## src/core/hsp_pkg.sv

```systemverilog
// Purpose: Shared constants and types for the serial host register port.
// Assumes: Register addresses are 6 bits and register data is 8 bits.
// Notes:   Command codes sit in the top two bits of the first byte.
package hsp_pkg;

	localparam int          ADDR_W      = 6;
	localparam int          DATA_W      = 8;
	localparam int          CMD_W       = 2;
	localparam int          CNT_W       = 4;
	localparam logic [3:0]  BITS_BYTE   = 4'h8;
	localparam logic [3:0]  BIT_LAST    = 4'h7;
	localparam int          CMD_MSB     = 7;
	localparam int          CMD_LSB     = 6;
	localparam int          ADDR_MSB    = 5;

	localparam logic [1:0]  CMD_READ    = 2'h0;
	localparam logic [1:0]  CMD_NOP     = 2'h1;
	localparam logic [1:0]  CMD_WRITE   = 2'h2;
	localparam logic [1:0]  CMD_BURST   = 2'h3;

	localparam logic [7:0]  DATA_RST    = 8'h00;
	localparam logic [5:0]  ADDR_RST    = 6'h00;

	// Bit positions inside the synchroniser vector.
	localparam int          SYNC_W      = 5;
	localparam int          SY_SI       = 0;
	localparam int          SY_SCLK     = 1;
	localparam int          SY_CS       = 2;
	localparam int          SY_LO       = 3;
	localparam int          SY_HI       = 4;

	typedef enum logic [0:0] {
		PH_CMD  = 1'b0,
		PH_DATA = 1'b1
	} hsp_phase_t;

	typedef enum logic [1:0] {
		ACC_IDLE = 2'b00,
		ACC_WB   = 2'b01,
		ACC_RD   = 2'b10,
		ACC_CAPT = 2'b11
	} hsp_acc_t;

endpackage : hsp_pkg

```

## src/core/hsp_port.sv

```systemverilog
// Purpose: Serial slave port giving a host access to the register file.
// Assumes: Serial clock idles low and its half period is at least four
//          reference clocks; register read data is valid one cycle after
//          the read strobe.
// Notes:   All pins are oversampled by the reference clock.
//
// How it works
// RL1: Port works only with upper strap high and lower strap low.
// RL2: Chip select low starts a transaction; chip select high resets the port.
// RL3: Serial input is shifted in on each rising serial clock edge.
// RL4: Serial output advances to the next bit after each falling edge.
// RL5: Eight clocks per byte; after eighth falling edge next byte is loaded.
// RL6: Bytes travel most significant bit first in both directions.
// RL7: First byte holds command in bits 7:6 and address in bits 5:0.
// RL8: Read fetches the register and sends it during the next byte.
// RL9: No-operation touches no register and keeps clear-on-read bits intact.
// RL10: Single write takes command byte then data byte, written at its end.
// RL11: Burst write keeps writing data bytes to one address until deselect.
// RL12: Each write is read back without clearing and sent next byte.
// RL13: Read-back after a transmit data write is undefined to the host.
// RL14: Deselect drops any partial byte and clears the bit counter.
// RL15: Serial output is driven only while chip select is low.
`timescale 1ns/1ps
module hsp_port
	import hsp_pkg::*;
(
	input  wire logic              ref_clk_in,
	input  wire logic              rst_b_in,
	input  wire logic              interface_select_hi_in,
	input  wire logic              interface_select_lo_in,
	input  wire logic              cs_b_in,
	input  wire logic              serial_clock_in,
	input  wire logic              serial_data_in,
	output logic                   serial_data_out,
	output logic                   serial_data_oe_out,
	output logic                   port_active_out,
	output logic      [ADDR_W-1:0] reg_addr_out,
	output logic      [DATA_W-1:0] reg_wdata_out,
	output logic                   reg_wr_out,
	output logic                   reg_rd_out,
	output logic                   reg_rd_clear_out,
	input  wire logic [DATA_W-1:0] reg_rdata_in
);

	logic [SYNC_W-1:0] pins_s;
	logic              si_s;
	logic              sclk_s;
	logic              cs_s;
	logic              sclk_prev;
	logic              sclk_rise;
	logic              sclk_fall;
	logic              byte_done;
	logic [DATA_W-1:0] new_byte;

	logic [DATA_W-1:0] rx_shift;
	logic [DATA_W-1:0] tx_shift;
	logic [DATA_W-1:0] read_hold;
	logic [CNT_W-1:0]  bit_cnt;
	logic [CMD_W-1:0]  cmd_q;
	hsp_phase_t        phase;
	hsp_acc_t          acc;

	logic [DATA_W-1:0] next_rx_shift;
	logic [DATA_W-1:0] next_tx_shift;
	logic [DATA_W-1:0] next_read_hold;
	logic [CNT_W-1:0]  next_bit_cnt;
	logic [CMD_W-1:0]  next_cmd_q;
	hsp_phase_t        next_phase;
	hsp_acc_t          next_acc;
	logic              next_port_active;
	logic              next_oe;
	logic [ADDR_W-1:0] next_addr;
	logic [DATA_W-1:0] next_wdata;
	logic              next_wr;
	logic              next_rd;
	logic              next_rd_clear;

	hsp_sync u_sync (
		.ref_clk_in (ref_clk_in),
		.rst_b_in   (rst_b_in),
		.async_in   ({interface_select_hi_in, interface_select_lo_in,
		              cs_b_in, serial_clock_in, serial_data_in}),
		.sync_out   (pins_s)
	);

	assign si_s     = pins_s[SY_SI];
	assign sclk_s   = pins_s[SY_SCLK];
	assign cs_s     = pins_s[SY_CS];
	// Both edges come from the same synchronised copy, so data sampled at a
	// rising edge is always aligned with the clock seen by the counter.
	assign sclk_rise = sclk_s & ~sclk_prev;
	assign sclk_fall = ~sclk_s & sclk_prev;
	assign new_byte = {rx_shift[DATA_W-2:0], si_s}; // RL6
	assign byte_done = sclk_rise && (bit_cnt == BIT_LAST) && !cs_s
	                   && port_active_out;

	always_comb begin
		next_rx_shift    = rx_shift;
		next_tx_shift    = tx_shift;
		next_read_hold   = read_hold;
		next_bit_cnt     = bit_cnt;
		next_cmd_q       = cmd_q;
		next_phase       = phase;
		next_acc         = acc;
		next_addr        = reg_addr_out;
		next_wdata       = reg_wdata_out;
		next_wr          = 1'b0;
		next_rd          = 1'b0;
		next_rd_clear    = 1'b0;
		next_port_active = pins_s[SY_HI] & ~pins_s[SY_LO]; // RL1
		next_oe          = next_port_active & ~cs_s; // RL15

		// Register access sequencer; it runs to completion even if the
		// host deselects, so the fetched value is kept for next time.
		case (acc)
			ACC_WB: begin
				next_rd  = 1'b1; // RL12
				next_acc = ACC_RD;
			end
			ACC_RD: begin
				next_acc = ACC_CAPT;
			end
			ACC_CAPT: begin
				next_read_hold = reg_rdata_in; // RL13
				next_acc       = ACC_IDLE;
			end
			default: begin
				next_acc = ACC_IDLE;
			end
		endcase

		if (cs_s || !port_active_out) begin
			next_bit_cnt  = '0; // RL14
			next_rx_shift = DATA_RST; // RL14
			next_phase    = PH_CMD; // RL2
			next_tx_shift = read_hold; // RL8
		end else begin
			if (sclk_rise && bit_cnt != BITS_BYTE) begin
				next_rx_shift = new_byte; // RL3
				next_bit_cnt  = bit_cnt + 4'h1;
			end
			if (sclk_fall && bit_cnt == BITS_BYTE) begin
				next_bit_cnt  = '0; // RL5
				next_tx_shift = read_hold; // RL5
			end else if (sclk_fall && bit_cnt != '0) begin
				next_tx_shift = {tx_shift[DATA_W-2:0], 1'b0}; // RL4
			end
			if (byte_done && phase == PH_CMD) begin
				next_cmd_q = new_byte[CMD_MSB:CMD_LSB]; // RL7
				next_addr  = new_byte[ADDR_MSB:0]; // RL7
				case (new_byte[CMD_MSB:CMD_LSB])
					CMD_READ: begin
						next_rd       = 1'b1; // RL8
						next_rd_clear = 1'b1;
						next_acc      = ACC_RD;
					end
					CMD_WRITE, CMD_BURST: begin
						next_phase = PH_DATA; // RL10
					end
					default: begin
						next_phase = PH_CMD; // RL9
					end
				endcase
			end else if (byte_done) begin
				next_wdata = new_byte; // RL10
				next_wr    = 1'b1;
				next_acc   = ACC_WB; // RL12
				if (cmd_q == CMD_BURST) begin
					next_phase = PH_DATA; // RL11
				end else begin
					next_phase = PH_CMD; // RL10
				end
			end
		end
	end

	always_ff @(posedge ref_clk_in or negedge rst_b_in) begin
		if (!rst_b_in) begin
			sclk_prev          <= 1'b0;
			rx_shift           <= DATA_RST;
			tx_shift           <= DATA_RST;
			read_hold          <= DATA_RST;
			bit_cnt            <= '0;
			cmd_q              <= CMD_NOP;
			phase              <= PH_CMD;
			acc                <= ACC_IDLE;
			port_active_out    <= 1'b0;
			serial_data_oe_out <= 1'b0;
			serial_data_out    <= 1'b0;
			reg_addr_out       <= ADDR_RST;
			reg_wdata_out      <= DATA_RST;
			reg_wr_out         <= 1'b0;
			reg_rd_out         <= 1'b0;
			reg_rd_clear_out   <= 1'b0;
		end else begin
			sclk_prev          <= sclk_s;
			rx_shift           <= next_rx_shift;
			tx_shift           <= next_tx_shift;
			read_hold          <= next_read_hold;
			bit_cnt            <= next_bit_cnt;
			cmd_q              <= next_cmd_q;
			phase              <= next_phase;
			acc                <= next_acc;
			port_active_out    <= next_port_active;
			serial_data_oe_out <= next_oe;
			serial_data_out    <= next_tx_shift[DATA_W-1]; // RL6
			reg_addr_out       <= next_addr;
			reg_wdata_out      <= next_wdata;
			reg_wr_out         <= next_wr;
			reg_rd_out         <= next_rd;
			reg_rd_clear_out   <= next_rd_clear;
		end
	end
endmodule : hsp_port

```

## src/core/hsp_sync.sv

```systemverilog
// Purpose: Two-flop synchroniser for the pins of the serial host port.
// Assumes: Each bit is an independent level from outside the clock domain.
// Notes:   The first stage feeds only the second stage.
`timescale 1ns/1ps
module hsp_sync
	import hsp_pkg::*;
(
	input  wire logic              ref_clk_in,
	input  wire logic              rst_b_in,
	input  wire logic [SYNC_W-1:0] async_in,
	output logic      [SYNC_W-1:0] sync_out
);

	logic [SYNC_W-1:0] stage1;

	genvar g;
	generate
		for (g = 0; g < SYNC_W; g++) begin : g_bit
			always_ff @(posedge ref_clk_in or negedge rst_b_in) begin
				if (!rst_b_in) begin
					stage1[g]   <= 1'b0;
					sync_out[g] <= 1'b0;
				end else begin
					stage1[g]   <= async_in[g];
					sync_out[g] <= stage1[g];
				end
			end
		end
	endgenerate

endmodule : hsp_sync

```

## config.mk

```make
export PLATFORM = sky130hd
export DESIGN_NAME = hsp_port
export DESIGN_NICKNAME = d
export VERILOG_FILES = /design/src/core/hsp_pkg.sv /design/src/core/hsp_port.sv /design/src/core/hsp_sync.sv
export SDC_FILE = /design/constraint.sdc
export NUM_CORES = 1
export LEC_CHECK = 0
export BUFFER_PORTS_ARGS = -buffer_cell sky130_fd_sc_hd__buf_2
export CAP_MARGIN = 30
export CORE_MARGIN = 2
export CORE_UTILIZATION = 45
export CTS_CLUSTER_SIZE = 10
export DETAILED_ROUTE_END_ITERATION = 16
export PLACE_DENSITY = 0.77
export SYNTH_ARGS = -nofsm -noshare
export SYNTH_HDL_FRONTEND = slang
export SYNTH_SLANG_ARGS = --single-unit
```

## constraint.sdc

```tcl
create_clock -name ref_clk_in -period 1.84 [get_ports ref_clk_in]
set_clock_uncertainty 0.2 [all_clocks]
set_input_delay 0.184 -clock ref_clk_in [delete_from_list [all_inputs] [get_ports ref_clk_in]]
set_output_delay 0.184 -clock ref_clk_in [all_outputs]
set_load 0.01 [all_outputs]
```

; ---- Word-level counts from Yosys, hierarchy flattened
; Cells that the tools add are included.
[totals]
word_cells = 96
out_inout_bits = 20
register_bits = 62
in_bits = 15
[op_classes]
add_sub_neg = 1
bitwise = 11
n_mux = 28
n_reduce_logical = 20
n_eq_ne = 10
[op_table]
columns = op, count
row1 = $mux W8, 3
row2 = $mux W1, 14
row3 = $mux W7, 2
row4 = $mux W4, 3
row5 = $eq A2 B2 Y1 const B, 5
row6 = $reduce_bool A3 Y1, 3
row7 = $mux W2, 4
row8 = $logic_and A1 B1 Y1, 7
row9 = $not A1 Y1, 7
row10 = $add A4 B1 Y4 const B, 1
row11 = $and A1 B1 Y1, 4
row12 = $eq A4 B3 Y1 const B, 1
row13 = $eq A4 B4 Y1 const B, 1
row14 = $ne A4 B4 Y1 const B, 1
row15 = $pmux W2 S2, 1
row16 = $reduce_and A2 Y1, 2
row17 = $reduce_bool A4 Y1, 1
row18 = $ne A3 B3 Y1 const B, 1
row19 = $reduce_and A3 Y1, 1
row20 = $eq A2 B1 Y1 const B, 1
row21 = $logic_not A1 Y1, 2
row22 = $logic_not A2 Y1, 1
row23 = $pmux W1 S2, 1
row24 = $reduce_bool A2 Y1, 1
row25 = other kinds (2), 2

; ---- Logic depth before layout (Yosys ltp)
; Gate-level depths: netlist of the first run.
[logic_depth]
depth_word = 8
ltp_mapped = 6
ltp_nobuf = 5

; ---- Modules after synthesis
; Synthesis of the first run repeated with hierarchy kept, for this count alone.
[hier_totals]
cells_unflattened = 203
area_unflattened_um2 = 2498.6
[by_module_without_submodules]
columns = module, n_inst, seq_area_each_um2, cells_each, area_per_inst_um2
row1 = hsp_port, 1, 1302.5, 193, 2248.4
row2 = hsp_sync, 1, 250.2, 10, 250.2

; ---- Worst setup path after synthesis of the first run
; No wires, ideal clock.
[synth_path]
path_type = flip-flop to flip-flop
from = reg bit_cnt[3]
to = reg cmd_q[1]
path_slack_ns = 0.048
path_stages_with_launch = 4
setup_ns = 0.125
synth_period_minus_slack_ns = 1.792
n_path_buf = 0
t_arrival_ns = 1.467
cell_sequence = dfrtp_1 > and4bb_1 > nor3b_4 > mux2_2
[synth_via]
elab_chain_cells = 6
[synth_rtl]
columns = item, line_no
row1 = from (decl), hsp_port.sv:58  ; logic [CNT_W-1:0] bit_cnt;
row2 = from (signal assigned), hsp_port.sv:200  ; bit_cnt <= next_bit_cnt;
row3 = $eq A4 B3 Y1, hsp_port.sv:94  ; assign byte_done = sclk_rise && (bit_cnt == BIT_LAST) && !cs_s
row4 = $logic_and A1 B1 Y1 (2 in a row), hsp_port.sv:94
row5 = $logic_and A1 B1 Y1, hsp_port.sv:95  ; && port_active_out;
row6 = $logic_and A1 B1 Y1, hsp_port.sv:148  ; if (byte_done && phase == PH_CMD) begin
row7 = $reduce_and A2 Y1 (no line), --
row8 = to (signal assigned), hsp_port.sv:201  ; cmd_q <= next_cmd_q;
row9 = to (decl), hsp_port.sv:59  ; logic [CMD_W-1:0] cmd_q;
; Every way passes these cells.
; A chain may end at the register's enable or synchronous reset.

; ---- Worst setup path after layout of the first run
[layout_path]
from = reg bit_cnt[1]
to = reg reg_addr_out[5]
[layout_via]
elab_chain_cells = 6
[layout_rtl]
columns = item, line_no
row1 = $eq A4 B3 Y1, hsp_port.sv:94
row2 = $logic_and A1 B1 Y1 (2 in a row), hsp_port.sv:94
row3 = $logic_and A1 B1 Y1, hsp_port.sv:95
row4 = $logic_and A1 B1 Y1, hsp_port.sv:148
row5 = $reduce_and A2 Y1 (no line), --
row6 = to (signal assigned), hsp_port.sv:207  ; reg_addr_out <= next_addr;
row7 = to (decl), hsp_port.sv:37  ; output logic [ADDR_W-1:0] reg_addr_out,
; Every way passes these cells.

==> results of run 1 <==
-- per-layer routing --
layer	wire, um	share of wire [%]	track usage (%)	vias to the layer above
met3	253	5.5	6.21	2
li1	-	-	-	832
met2	2200	48	27.7	48
met4	23	0.50	7.37	0
met5	0	0	0	-
met1	2100	46	20.3	839
-- report_power, final --
part,internal (uW),total [uW],switching [uW]
combinational,50.5,106,55.8
clock,602,1060,459
sequential,1380,1390,9.40
total,2030,2560,524
-- area by class of cell --
| class | instances | area [um^2] | share of cell area, % |
|---|---|---|---|
| multi-input cells | 119 | 860 | 27.2 |
| clock buffers | 16 | 180 | 5.70 |
| well taps | 72 | 90.1 | 2.85 |
| inverters | 12 | 45.0 | 1.42 |
| flip-flops and latches | 62 | 1550 | 49.1 |
| repair buffers | 61 | 433 | 13.7 |
-- metrics by stage --
step | hold slack [ns] | setup TNS (ns) | area, um^2 | setup slack [ns]
3_3_place_gp | 0.0137 | 0 | 2810 | 0.0314
3_5_place_dp | 0.0188 | -0.0793 | 2810 | -0.0452
2_1_floorplan | -0.312 | 0 | 2480 | 0.0480
6_report | 0.148 | 0 | 3160 | 0.00611
4_1_cts | 0.149 | -0.00412 | 3140 | -0.00412
5_1_grt | 0.158 | -0.182 | 3160 | -0.0396
-- Yosys cell counts (3+ instances only) --
library cell               count  area (um^2)
sky130_fd_sc_hd__a21oi_1      12         60.1
sky130_fd_sc_hd__a222oi_1      5         50.1
sky130_fd_sc_hd__clkbuf_1      5         18.8
sky130_fd_sc_hd__dfrtp_1      61         1530
sky130_fd_sc_hd__ha_1          5         62.6
sky130_fd_sc_hd__inv_1        12         45.0
sky130_fd_sc_hd__mux2_2       18          203
sky130_fd_sc_hd__nand2_1      12         45.0
sky130_fd_sc_hd__nand2b_1      3         18.8
sky130_fd_sc_hd__nand3_1      10         50.1
sky130_fd_sc_hd__nor2_1        8         30.0
sky130_fd_sc_hd__nor2b_1       5         31.3
sky130_fd_sc_hd__o21ai_0      17         85.1
-- timing repair --
action                                 CTS  global route
pin swaps                                0             1
setup endpoints to repair                5            24
setup buffers                            0             2
endpoints found under the hold margin   75             0
hold buffers                            14             0
resized for setup                        1             6
-- cells by family after synthesis --
logic type      after synthesis  synth area share (%)
compound gates               43                  10.7
flops                        62                  62.7
fa+ha+maj                     5                  2.53
mux                          20                  8.99
simple gates                 51                  12.0
buf+inv                      20                  3.13
-- worst max path at each step --
stage / end / slack, ns / startpoint
floorplan: cmd_q[1] / 0.05 / bit_cnt[3]
global placement: tx_shift[7] / 0.03 / bit_cnt[0]
detailed placement: tx_shift[7] / -0.05 / bit_cnt[0]
CTS: tx_shift[7] / -0.004 / bit_cnt[0]
global route: reg_addr_out[5] / -0.04 / bit_cnt[1]
finish: reg_addr_out[5] / 0.006 / bit_cnt[1]
-- sequential cells by signal, summed over array words and instances, names as in the netlist --
| name | flops |
|---|---|
| read_hold | 8 |
| reg_wdata_out | 8 |
| tx_shift | 8 |
| rx_shift | 7 |
| reg_addr_out | 6 |
| u_sync.stage1 | 5 |
| u_sync.sync_out | 5 |
| bit_cnt | 4 |
| acc | 2 |
| cmd_q | 2 |
| phase | 1 |
| port_active_out | 1 |
| reg_rd_clear_out | 1 |
| reg_rd_out | 1 |
| reg_wr_out | 1 |
| sclk_prev | 1 |
| serial_data_oe_out | 1 |
==> Flow_metrics.wiki, run 1 <==
{| class="wikitable"
! Metric !! Value
|-
| Status || complete, no violations
|-
| Number of placed instances, taps included || 310
|-
| Worst-Margin Slew || 0.405 ns
|-
| Overall routing resource usage || between 10% and 20%
|-
| Post-route non-filler standard cell count || 342
|-
| Number of core rows || 27
|-
| DR pass1 iterations || 4
|-
| EDFF count, synth || 0
|-
| Count of nets after finishing || roughly 290
|-
| Kind of capture point of the worst setup path || register
|-
| Crit path depth || 5
|-
| Element type at the critical path start || register
|-
| R2r worst-path depth || 5
|-
| Required @ worst endpoint || approximately 1.9 ns
|-
| Most common library cell in the layout ignoring fill and taps || sky130_fd_sc_hd__dfrtp_1
|-
| First-pass GRT wire length || 7850 um
|-
| Number of max-slew violations in the final report || 0
|-
| Power density over the cells || roughly 810 nW/um^2
|-
| Area added between synthesis and finish || 27.6%
|-
| Post-synthesis instance total || between 200 and 250
|-
| End of the worst register-to-register path || reg_addr_out[5]
|-
| CTS max path bufs || 2
|-
| Setup CP Type || reg2reg
|-
| Post-detailed-routing wire length || 4570 um
|-
| Synth Net Count || around 220
|-
| Largest net degree at the start of global routing || 63
|-
| Worst slew margin || 72.9%
|-
| Flops & latches, synth || a little over 60
|-
| I/O pins || 35
|-
| Clk slew on worst S/H paths || ~0.060 ns
|-
| Top delay family on crit path || simple AND/OR/NAND/NOR gates
|-
| Post-Route Utilization || about 60%
|-
| Root buffer cell || sky130_fd_sc_hd__clkbuf_8
|-
| Period minus WS final || between 1.5 and 2 ns
|-
| Share of flip-flops with an asynchronous set or reset after synthesis || 100%
|-
| Leak Pwr || approximately 0.0015 uW
|-
| Cell Area, Synth || about 2500 um^2
|-
| Cell-by-cell listing of the critical path || ha_1 > nand3b_1 > nor3b_4 > buf_12 > mux2_2
|-
| Hpwl dp || approximately 3000 um
|-
| PortBufs || 34
|-
| Max incr delay on CP || between 0.3 and 0.4 ns
|-
| Global placer's final weighted congestion || 0.772
|-
| Vias after detailed routing || ~1700
|-
| Total clock buffers created by CTS || 9
|-
| CTS tree || built
|-
| Number of filler cells placed in the layout || between 400 and 500
|-
| Distinct cell type count after synthesis || 36
|-
| Vias in the first global route || about 1700
|-
| Unrepaired setup endpoints after global routing || true
|-
| Worst hold path depth || 0
|-
| Signal arrival time at the worst endpoint || ~1.9 ns
|-
| GR Overflow Total || 0
|-
| Fraction of final layout cells sized beyond drive strength 1 || between 30% and 40%
|-
| FF-to-FF Start || bit_cnt[1]
|-
| Flop2flop setup slack || roughly 0.0061 ns
|-
| Final hold vios || 0
|-
| Via density || between 5 and 6
|-
| Post-layout total power || 2560 uW
|-
| Area of the die || ~6100 um^2
|-
| Initial antenna violation count || 0
|-
| H-Tree Depth || 3
|-
| Dominant register cell in the synthesized netlist || sky130_fd_sc_hd__dfrtp_1
|-
| Bufs and invs on worst path || 1
|-
| Count of maximum capacitance violations || 0
|-
| Core Footprint || around 5400 um^2
|-
| Sequential-to-total area share from yosys stat || between 60% and 70%
|-
| Routed len/inst || around 13 um
|-
| Most used cells in the layout excluding fill and tap cells || sky130_fd_sc_hd__dfrtp_1, sky130_fd_sc_hd__buf_2, sky130_fd_sc_hd__mux2_2, sky130_fd_sc_hd__o21ai_0, sky130_fd_sc_hd__dlygate4sd3_1
|-
| HP Start || u_sync.stage1[0]
|-
| Synthesized area per cell || about 12 um^2
|-
| Clock network latency to the later pin of the worst-skew pair || approximately 0.33 ns
|-
| Width of the die || slightly below 80 um
|-
| Count of routing violations after the opening detailed-route iteration || 145
|-
| Crit Path Max Fanout || 9
|-
| Starting Density || between 40% and 50%
|-
| DRC violations left || 0
|-
| End point of the worst hold path || u_sync.sync_out[0]
|-
| Worst Hold Class || reg2reg
|-
| Detail Route Antenna Nets || 0
|-
| Antenna diodes || 0
|-
| Maximum vdd ir drop || approximately 430 uV
|-
| Post-route clock period utilization || 99.7%
|-
| Slowest cell on crit path || sky130_fd_sc_hd__dfrtp_1
|-
| Clock sinks || just over 60
|-
| Timing-limited maximum frequency || between 0.5 and 0.6 GHz
|-
| Synthesis warning total || 0
|-
| Overall die height || slightly below 80 um
|-
| Count of endpoints failing setup in the final report || 0
|}
No activity file was read; power rests on OpenSTA's default activity.
==> inputs of run 2 (changes only) <==
--- a/config.mk
+++ b/config.mk
@@ -11,7 +11,7 @@
 export CORE_UTILIZATION = 45
 export CTS_CLUSTER_SIZE = 10
 export DETAILED_ROUTE_END_ITERATION = 16
-export PLACE_DENSITY = 0.77
+export PLACE_DENSITY = 0.74
 export SYNTH_ARGS = -nofsm -noshare
 export SYNTH_HDL_FRONTEND = slang
 export SYNTH_SLANG_ARGS = --single-unit
==> constraint.sdc (replaced) <==
create_clock -name ref_clk_in -period 2.1 [get_ports ref_clk_in]
set_clock_uncertainty 0.2 [all_clocks]
set_input_delay 0.21 -clock ref_clk_in [delete_from_list [all_inputs] [get_ports ref_clk_in]]
set_output_delay 0.21 -clock ref_clk_in [all_outputs]
set_load 0.01 [all_outputs]
==> Flow_metrics.wiki, run 2 (synthesized netlist as in run 1, its figures left out) <==
{| class="wikitable"
! Metric !! Value
|-
| Status || complete, no violations (unchanged)
|-
| PortBufs || 34 (unchanged)
|-
| Total clock buffers created by CTS || 9 (unchanged)
|-
| Fraction of final layout cells sized beyond drive strength 1 || 28.8% (was 32.2%)
|-
| Antenna diodes || 0 (unchanged)
|-
| Required @ worst endpoint || 2.12 ns (was 1.85 ns)
|-
| Overall routing resource usage || 17.4% (was 17.0%)
|-
| Switching Power || 456 uW (was 524 uW)
|-
| Kind of capture point of the worst setup path || register (unchanged)
|-
| Via density || 5.14 (was 5.03)
|-
| GR Overflow Total || 0 (unchanged)
|-
| Element type at the critical path start || register (unchanged)
|-
| Post-layout total power || 2150 uW (was 2560 uW)
|-
| Worst slew margin || 57.0% (was 72.9%)
|-
| Count of maximum capacitance violations || 0 (unchanged)
|-
| Largest registers in the final layout || read_hold (8), reg_wdata_out (8), tx_shift (8) (unchanged)
|-
| Unrepaired setup endpoints after global routing || false (was true)
|-
| Global placer's final weighted congestion || 0.775 (was 0.772)
|-
| Most common library cell in the layout ignoring fill and taps || sky130_fd_sc_hd__dfrtp_1 (unchanged)
|-
| HP Start || u_sync.stage1[4] (was u_sync.stage1[0])
|-
| CTS max path bufs || 2 (unchanged)
|-
| Initial antenna violation count || 0 (unchanged)
|-
| Gate power share || 4.1% (was 4.2%)
|-
| FF-to-FF Start || bit_cnt[3] (was bit_cnt[1])
|-
| Critical path origin || bit_cnt[3] (was bit_cnt[1])
|-
| H-Tree Depth || 3 (unchanged)
|-
| Number of max-slew violations in the final report || 0 (unchanged)
|-
| Width of the die || 78.2 um (unchanged)
|-
| Leak Pwr || 0.00145 uW (was 0.00150 uW)
|-
| Setup CP Type || reg2reg (unchanged)
|-
| Number of gates given a new drive strength after cts || 0 (was 1)
|-
| Clock network fraction of design power || 39.2% (was 41.5%)
|-
| Count of endpoints failing setup in the final report || 0 (unchanged)
|-
| Worst Hold Class || reg2reg (unchanged)
|-
| Count of routing violations after the opening detailed-route iteration || 69 (was 145)
|-
| Setup TNS after final layout || 0 ns (unchanged)
|-
| DR pass1 iterations || 4 (unchanged)
|-
| Core Footprint || 5410 um^2 (unchanged)
|-
| Clk slew on worst S/H paths || 0.06 ns (about the same)
|-
| Vias in the first global route || 1761 (was 1722)
|-
| Switching share of power || 21.2% (was 20.5%)
|-
| Area of the die || 6110 um^2 (unchanged)
|-
| Power density over the cells || 705 nW/um^2 (was 809 nW/um^2)
|-
| Period minus WS final || 1.95 ns (was 1.83 ns)
|-
| Final hold vios || 0 (unchanged)
|-
| Root buffer cell || sky130_fd_sc_hd__clkbuf_8 (unchanged)
|-
| Crit Path Max Fanout || 9 (unchanged)
|-
| Vias after detailed routing || 1706 (was 1721)
|-
| Worst-Margin Slew || 0.646 ns (was 0.405 ns)
|-
| Hpwl dp || 2990 um (was 3040 um)
|-
| I/O pins || 35 (unchanged)
|-
| Number of core rows || 27 (unchanged)
|-
| CTS tree || built (unchanged)
|-
| Detail Route Antenna Nets || 0 (unchanged)
|-
| Overall die height || 78.2 um (unchanged)
|-
| Sequential power share || 56.6% (was 54.3%)
|-
| Maximum vdd ir drop || 430 uV (was 427 uV)
|-
| Starting Density || 45.8% (unchanged)
|-
| Signal arrival time at the worst endpoint || 1.97 ns (was 1.85 ns)
|-
| Routed len/inst || 13.9 um (was 13.4 um)
|-
| Count of nets after finishing || 277 (was 285)
|-
| Post-detailed-routing wire length || 4600 um (was 4570 um)
|-
| First-pass GRT wire length || 7960 um (was 7850 um)
|-
| Internal Power || 1690 uW (was 2030 uW)
|-
| Largest net degree at the start of global routing || 63 (unchanged)
|-
| Area added between synthesis and finish || 23.1% (was 27.6%)
|-
| Clock network latency to the later pin of the worst-skew pair || 0.34 ns (was 0.33 ns)
|-
| DRC violations left || 0 (unchanged)
|-
| Most used cells in the layout excluding fill and tap cells || sky130_fd_sc_hd__dfrtp_1, sky130_fd_sc_hd__buf_2, sky130_fd_sc_hd__mux2_2, sky130_fd_sc_hd__o21ai_0, sky130_fd_sc_hd__dlygate4sd3_1 (unchanged)
|-
| Timing-limited maximum frequency || 0.512 GHz (was 0.545 GHz)
|-
| Clock sinks || 62 (unchanged)
|-
| Post-route clock period utilization || 93.0% (was 99.7%)
|}
[run 2: cell types whose count changed in the layout (fill, tap and decap cells not counted), sizes merged]
cell	delta
buf	-8
clkbuf	-4
clkinv	+2
[run 2: path summary, 6_finish.rpt]
| kind | end | slack, ns | depth (start not counted) |
|---|---|---|---|
| min in group asynchronous | reg_wdata_out[3] | 0.22 | 3 |
| hold reg to reg | u_sync.sync_out[4] | 0.15 | 0 |
| hold / removal | u_sync.sync_out[4] | 0.15 | 0 |
| max in group asynchronous | cmd_q[0] | 1.19 | 3 |
| setup / recovery | reg_addr_out[1] | 0.15 | 3 |
| setup reg to reg | reg_addr_out[1] | 0.15 | 3 |
[run 2: power groups by stage]
stage | clock [uW] | combinational, uW | sequential (uW)
final | 843 | 88.9 | 1220
after floorplan | 0 | 22.1 | 1240
after global placement | 0 | 70.1 | 1240
after global routing | 945 | 101 | 1220
after CTS | 876 | 90.8 | 1220
after detailed placement | 0 | 70.9 | 1240
[run 2: cell type report]
class,instances,area [um^2]
Timing Repair Buffer,53,360
Fill cell,463,2350
Clock inverter,2,10.0
Multi-Input combinational cell,119,847
Tap cell,72,90.1
Inverter,12,45.0
Sequential cell,62,1550
Clock buffer,12,145
[run 2: routing by layer]
layer | vias up | routed length, um | track usage (%)
met1 | 841 | 1940 | 18.8
met4 | 0 | 95 | 7.89
li1 | 812 | - | -
met5 | - | 0 | 0
met2 | 43 | 2340 | 30.2
met3 | 10 | 225 | 6.67
[run 2: repair_timing]
item,4_1_cts,5_1_grt
hold buffers,14,0
setup buffers,0,0
endpoints found under the hold margin,75,0
[run 2: worst max-delay path: stages, from the launching register on]
cell	delay [ns]
sky130_fd_sc_hd__dfrtp_1	0.45
sky130_fd_sc_hd__and4bb_1	0.36
sky130_fd_sc_hd__nor3b_4	0.44
sky130_fd_sc_hd__mux2_2	0.39
[run 2: through the flow]
step           instances  cell area, um^2  setup slack, ns  hold WS, ns  utilization (%)
4_1_cts              332             3050            0.129        0.150             56.4
5_1_grt              332             3050           0.0314        0.158             56.4
2_1_floorplan        201             2480            0.308       -0.286                -
6_report             332             3050            0.147        0.147             56.4
3_3_place_gp         304             2760            0.188       0.0451             51.0
3_5_place_dp         304             2760            0.143       0.0444             51.0
==> inputs of run 3 (changes only) <==
--- a/config.mk
+++ b/config.mk
@@ -5,6 +5,7 @@
 export SDC_FILE = /design/constraint.sdc
 export NUM_CORES = 1
 export LEC_CHECK = 0
+export ABC_AREA = 1
 export BUFFER_PORTS_ARGS = -buffer_cell sky130_fd_sc_hd__buf_2
 export CAP_MARGIN = 30
 export CORE_MARGIN = 2
==> Flow_metrics.wiki, run 3 <==
{| class="wikitable"
! Metric !! Value
|-
| Status || complete, no violations (unchanged)
|-
| Share of flip-flops with an asynchronous set or reset after synthesis || 100% (unchanged)
|-
| First-pass GRT wire length || 7900 um (was 7960 um)
|-
| Fraction of final layout cells sized beyond drive strength 1 || 24.8% (was 28.8%)
|-
| CTS tree || built (unchanged)
|-
| Vias in the first global route || 1769 (was 1761)
|-
| Routed len/inst || 12.0 um (was 13.9 um)
|-
| Vias after detailed routing || 1812 (was 1706)
|-
| Total clock buffers created by CTS || 9 (unchanged)
|-
| Core Footprint || 5470 um^2 (was 5410 um^2)
|-
| Cell Area, Synth || 2550 um^2 (was 2480 um^2)
|-
| Width of the die || 79.3 um (was 78.2 um)
|-
| H-Tree Depth || 3 (unchanged)
|-
| Post-detailed-routing wire length || 4510 um (was 4600 um)
|-
| Cell type contributing the most total cell area after synthesis || sky130_fd_sc_hd__dfrtp_1 (unchanged)
|-
| Count of routing violations after the opening detailed-route iteration || 83 (was 69)
|-
| Largest registers in the final layout || read_hold (8), reg_wdata_out (8), tx_shift (8) (unchanged)
|-
| Most used cells in the layout excluding fill and tap cells || sky130_fd_sc_hd__dfrtp_1, sky130_fd_sc_hd__nand2_1, sky130_fd_sc_hd__buf_2, sky130_fd_sc_hd__nand3_1, sky130_fd_sc_hd__inv_1 (was sky130_fd_sc_hd__dfrtp_1, sky130_fd_sc_hd__buf_2, sky130_fd_sc_hd__mux2_2, sky130_fd_sc_hd__o21ai_0, sky130_fd_sc_hd__dlygate4sd3_1)
|-
| Period minus WS final || 1.74 ns (was 1.95 ns)
|-
| I/O pins || 35 (unchanged)
|-
| Global placer's final weighted congestion || 0.781 (was 0.775)
|-
| DRC violations left || 0 (unchanged)
|-
| Post-route clock period utilization || 82.8% (was 93.0%)
|-
| Setup TNS after final layout || 0 ns (unchanged)
|-
| PortBufs || 34 (unchanged)
|-
| DR pass1 iterations || 4 (unchanged)
|-
| Distinct cell type count after synthesis || 29 (was 36)
|-
| Dominant register cell in the synthesized netlist || sky130_fd_sc_hd__dfrtp_1 (unchanged)
|-
| Area added between synthesis and finish || 22.5% (was 23.1%)
|-
| Count of maximum capacitance violations || 0 (unchanged)
|-
| GR Overflow Total || 0 (unchanged)
|-
| Max incr delay on CP || 0.40 ns (was 0.45 ns)
|-
| Timing-limited maximum frequency || 0.575 GHz (was 0.512 GHz)
|-
| Worst Hold Class || reg2reg (unchanged)
|-
| Top delay family on crit path || simple AND/OR/NAND/NOR gates (unchanged)
|-
| Sequential-to-total area share from yosys stat || 60.9% (was 62.7%)
|-
| Crit Path Max Fanout || 9 (unchanged)
|-
| Cell-by-cell listing of the critical path || inv_1 > ha_1 > nand3_2 > nor2_2 > nor2_2 > buf_4 > nand3_1 > nand3_1 (was and4bb_1 > nor3b_4 > mux2_2)
|-
| Synth Net Count || 262 (was 221)
|-
| Leak Pwr || 0.00161 uW (was 0.00145 uW)
|-
| Setup CP Type || reg2reg (unchanged)
|-
| Count of endpoints failing setup in the final report || 0 (unchanged)
|-
| Initial antenna violation count || 0 (unchanged)
|-
| Unrepaired setup endpoints after global routing || false (unchanged)
|-
| Worst slew margin || 67.4% (was 57.0%)
|-
| Kind of capture point of the worst setup path || register (unchanged)
|-
| Detail Route Antenna Nets || 0 (unchanged)
|-
| Element type at the critical path start || register (unchanged)
|-
| Largest net degree at the start of global routing || 23 (was 63)
|-
| Synthesized area per cell || 10.5 um^2 (was 12.3 um^2)
|-
| Post-synthesis instance total || 242 (was 201)
|-
| Count of nets after finishing || 319 (was 277)
|-
| Share of the synthesized area in the top cell type || 59.9% (was 61.6%)
|-
| Clock sinks || 62 (unchanged)
|-
| Maximum vdd ir drop || 417 uV (was 430 uV)
|-
| Starting Density || 46.6% (was 45.8%)
|-
| Cell types occupying the most area after synthesis || sky130_fd_sc_hd__dfrtp_1, sky130_fd_sc_hd__nand2_1, sky130_fd_sc_hd__nand3_1 (was sky130_fd_sc_hd__dfrtp_1, sky130_fd_sc_hd__mux2_2, sky130_fd_sc_hd__o21ai_0)
|-
| Number of core rows || 27 (unchanged)
|-
| Clk slew on worst S/H paths || 0.06 ns (about the same)
|-
| Most common library cell in the layout ignoring fill and taps || sky130_fd_sc_hd__dfrtp_1 (unchanged)
|-
| Hpwl dp || 3200 um (was 2990 um)
|-
| Required @ worst endpoint || 2.12 ns (about the same)
|-
| Power density over the cells || 719 nW/um^2 (was 705 nW/um^2)
|-
| Area of the die || 6280 um^2 (was 6110 um^2)
|-
| Final hold vios || 0 (unchanged)
|-
| Root buffer cell || sky130_fd_sc_hd__clkbuf_8 (unchanged)
|-
| Number of max-slew violations in the final report || 0 (unchanged)
|-
| Overall routing resource usage || 16.9% (was 17.4%)
|-
| CTS max path bufs || 2 (unchanged)
|-
| Hold slack final || 0.143 ns (was 0.147 ns)
|-
| Flops & latches, synth || 62 (unchanged)
|-
| Clock network latency to the later pin of the worst-skew pair || 0.33 ns (was 0.34 ns)
|-
| Number of gates given a new drive strength after cts || 0 (unchanged)
|-
| Via density || 4.83 (was 5.14)
|-
| Bufs and invs on worst path || 2 (was 0)
|-
| Count leader, synth || sky130_fd_sc_hd__dfrtp_1 (unchanged)
|-
| Signal arrival time at the worst endpoint || 1.76 ns (was 1.97 ns)
|-
| Synthesis warning total || 0 (unchanged)
|-
| Overall die height || 79.3 um (was 78.2 um)
|-
| Antenna diodes || 0 (unchanged)
|-
| Slowest cell on crit path || sky130_fd_sc_hd__dfrtp_1 (unchanged)
|-
| Worst-Margin Slew || 0.489 ns (was 0.646 ns)
|-
| Synth top cells by count || sky130_fd_sc_hd__dfrtp_1, sky130_fd_sc_hd__nand2_1, sky130_fd_sc_hd__nand3_1 (was sky130_fd_sc_hd__dfrtp_1, sky130_fd_sc_hd__mux2_2, sky130_fd_sc_hd__o21ai_0)
|-
| EDFF count, synth || 0 (unchanged)
|}
==> run 3: cell families (layout without fill, tap and decap cells) <==
group	count (synthesis)	after routing	synth area share [%]
fa+ha+maj	5	5	2.45
mux	5	5	2.21
flops	62	62	60.9
simple gates	102	102	20.5
buf+inv	32	93	5.60
compound gates	36	36	8.30
==> run 3: timing repair <==
item / CTS / global route
hold endpoints to repair: 70 / 0
setup buffers: 0 / 0
hold buffers: 14 / 0
==> run 3: power by group <==
group / switching, uW / leakage, uW / internal, uW
sequential: 12.9 / 0.000806 / 1220
clock: 413 / 0.0000865 / 485
combinational: 64.6 / 0.000712 / 52.5
total: 491 / 0.00161 / 1750
==> run 3: final cells by class <==
class | instances | area [um^2]
clock buffer | 14 | 163
clock inverter | 1 | 5.00
fill | 487 | 2350
inverter | 27 | 101
multi-input combinational | 148 | 853
sequential | 62 | 1550
tap | 72 | 90.1
timing repair buffer | 51 | 358
==> run 3: worst reg2reg max path, stage by stage, from the launching register on <==
cell                      delay (ns)
sky130_fd_sc_hd__dfrtp_1        0.40
sky130_fd_sc_hd__inv_1          0.10
sky130_fd_sc_hd__ha_1           0.21
sky130_fd_sc_hd__nand3_2        0.15
sky130_fd_sc_hd__nor2_2         0.16
sky130_fd_sc_hd__nor2_2         0.09
sky130_fd_sc_hd__buf_4          0.17
sky130_fd_sc_hd__nand3_1        0.08
sky130_fd_sc_hd__nand3_1        0.07
==> run 3: stage by stage <==
stage               util [%]  power, uW  worst slack (ns)  instance area [um^2]  cells
floorplan                  -       1290             0.532                  2550    242
finish                  57.1       2250             0.360                  3120    375
global placement        51.4       1350             0.436                  2820    346
CTS                     57.1       2290             0.366                  3120    375
global route            57.1       2370             0.179                  3120    375
detailed placement      51.4       1350             0.365                  2820    346
==> run 3: path summary, 6_finish.rpt <==
check | from | to | slack, ns | cells past startpoint
setup / recovery | bit_cnt[0] | tx_shift[1] | 0.36 | 8
hold / removal | u_sync.stage1[4] | u_sync.sync_out[4] | 0.14 | 0
setup reg to reg | bit_cnt[0] | tx_shift[1] | 0.36 | 8
hold reg to reg | u_sync.stage1[4] | u_sync.sync_out[4] | 0.14 | 0
max in group asynchronous | rst_b_in | reg_rd_clear_out | 1.05 | 3
min in group asynchronous | rst_b_in | reg_wdata_out[1] | 0.16 | 2
==> run 3: per-layer routing <==
layer / track usage (%) / wire length, um / vias up
met3: 7.16 / 194 / 13
li1: - / - / 906
met2: 26.3 / 2210 / 33
met5: 0 / 0 / -
met4: 8.97 / 127 / 0
met1: 19.8 / 1980 / 860
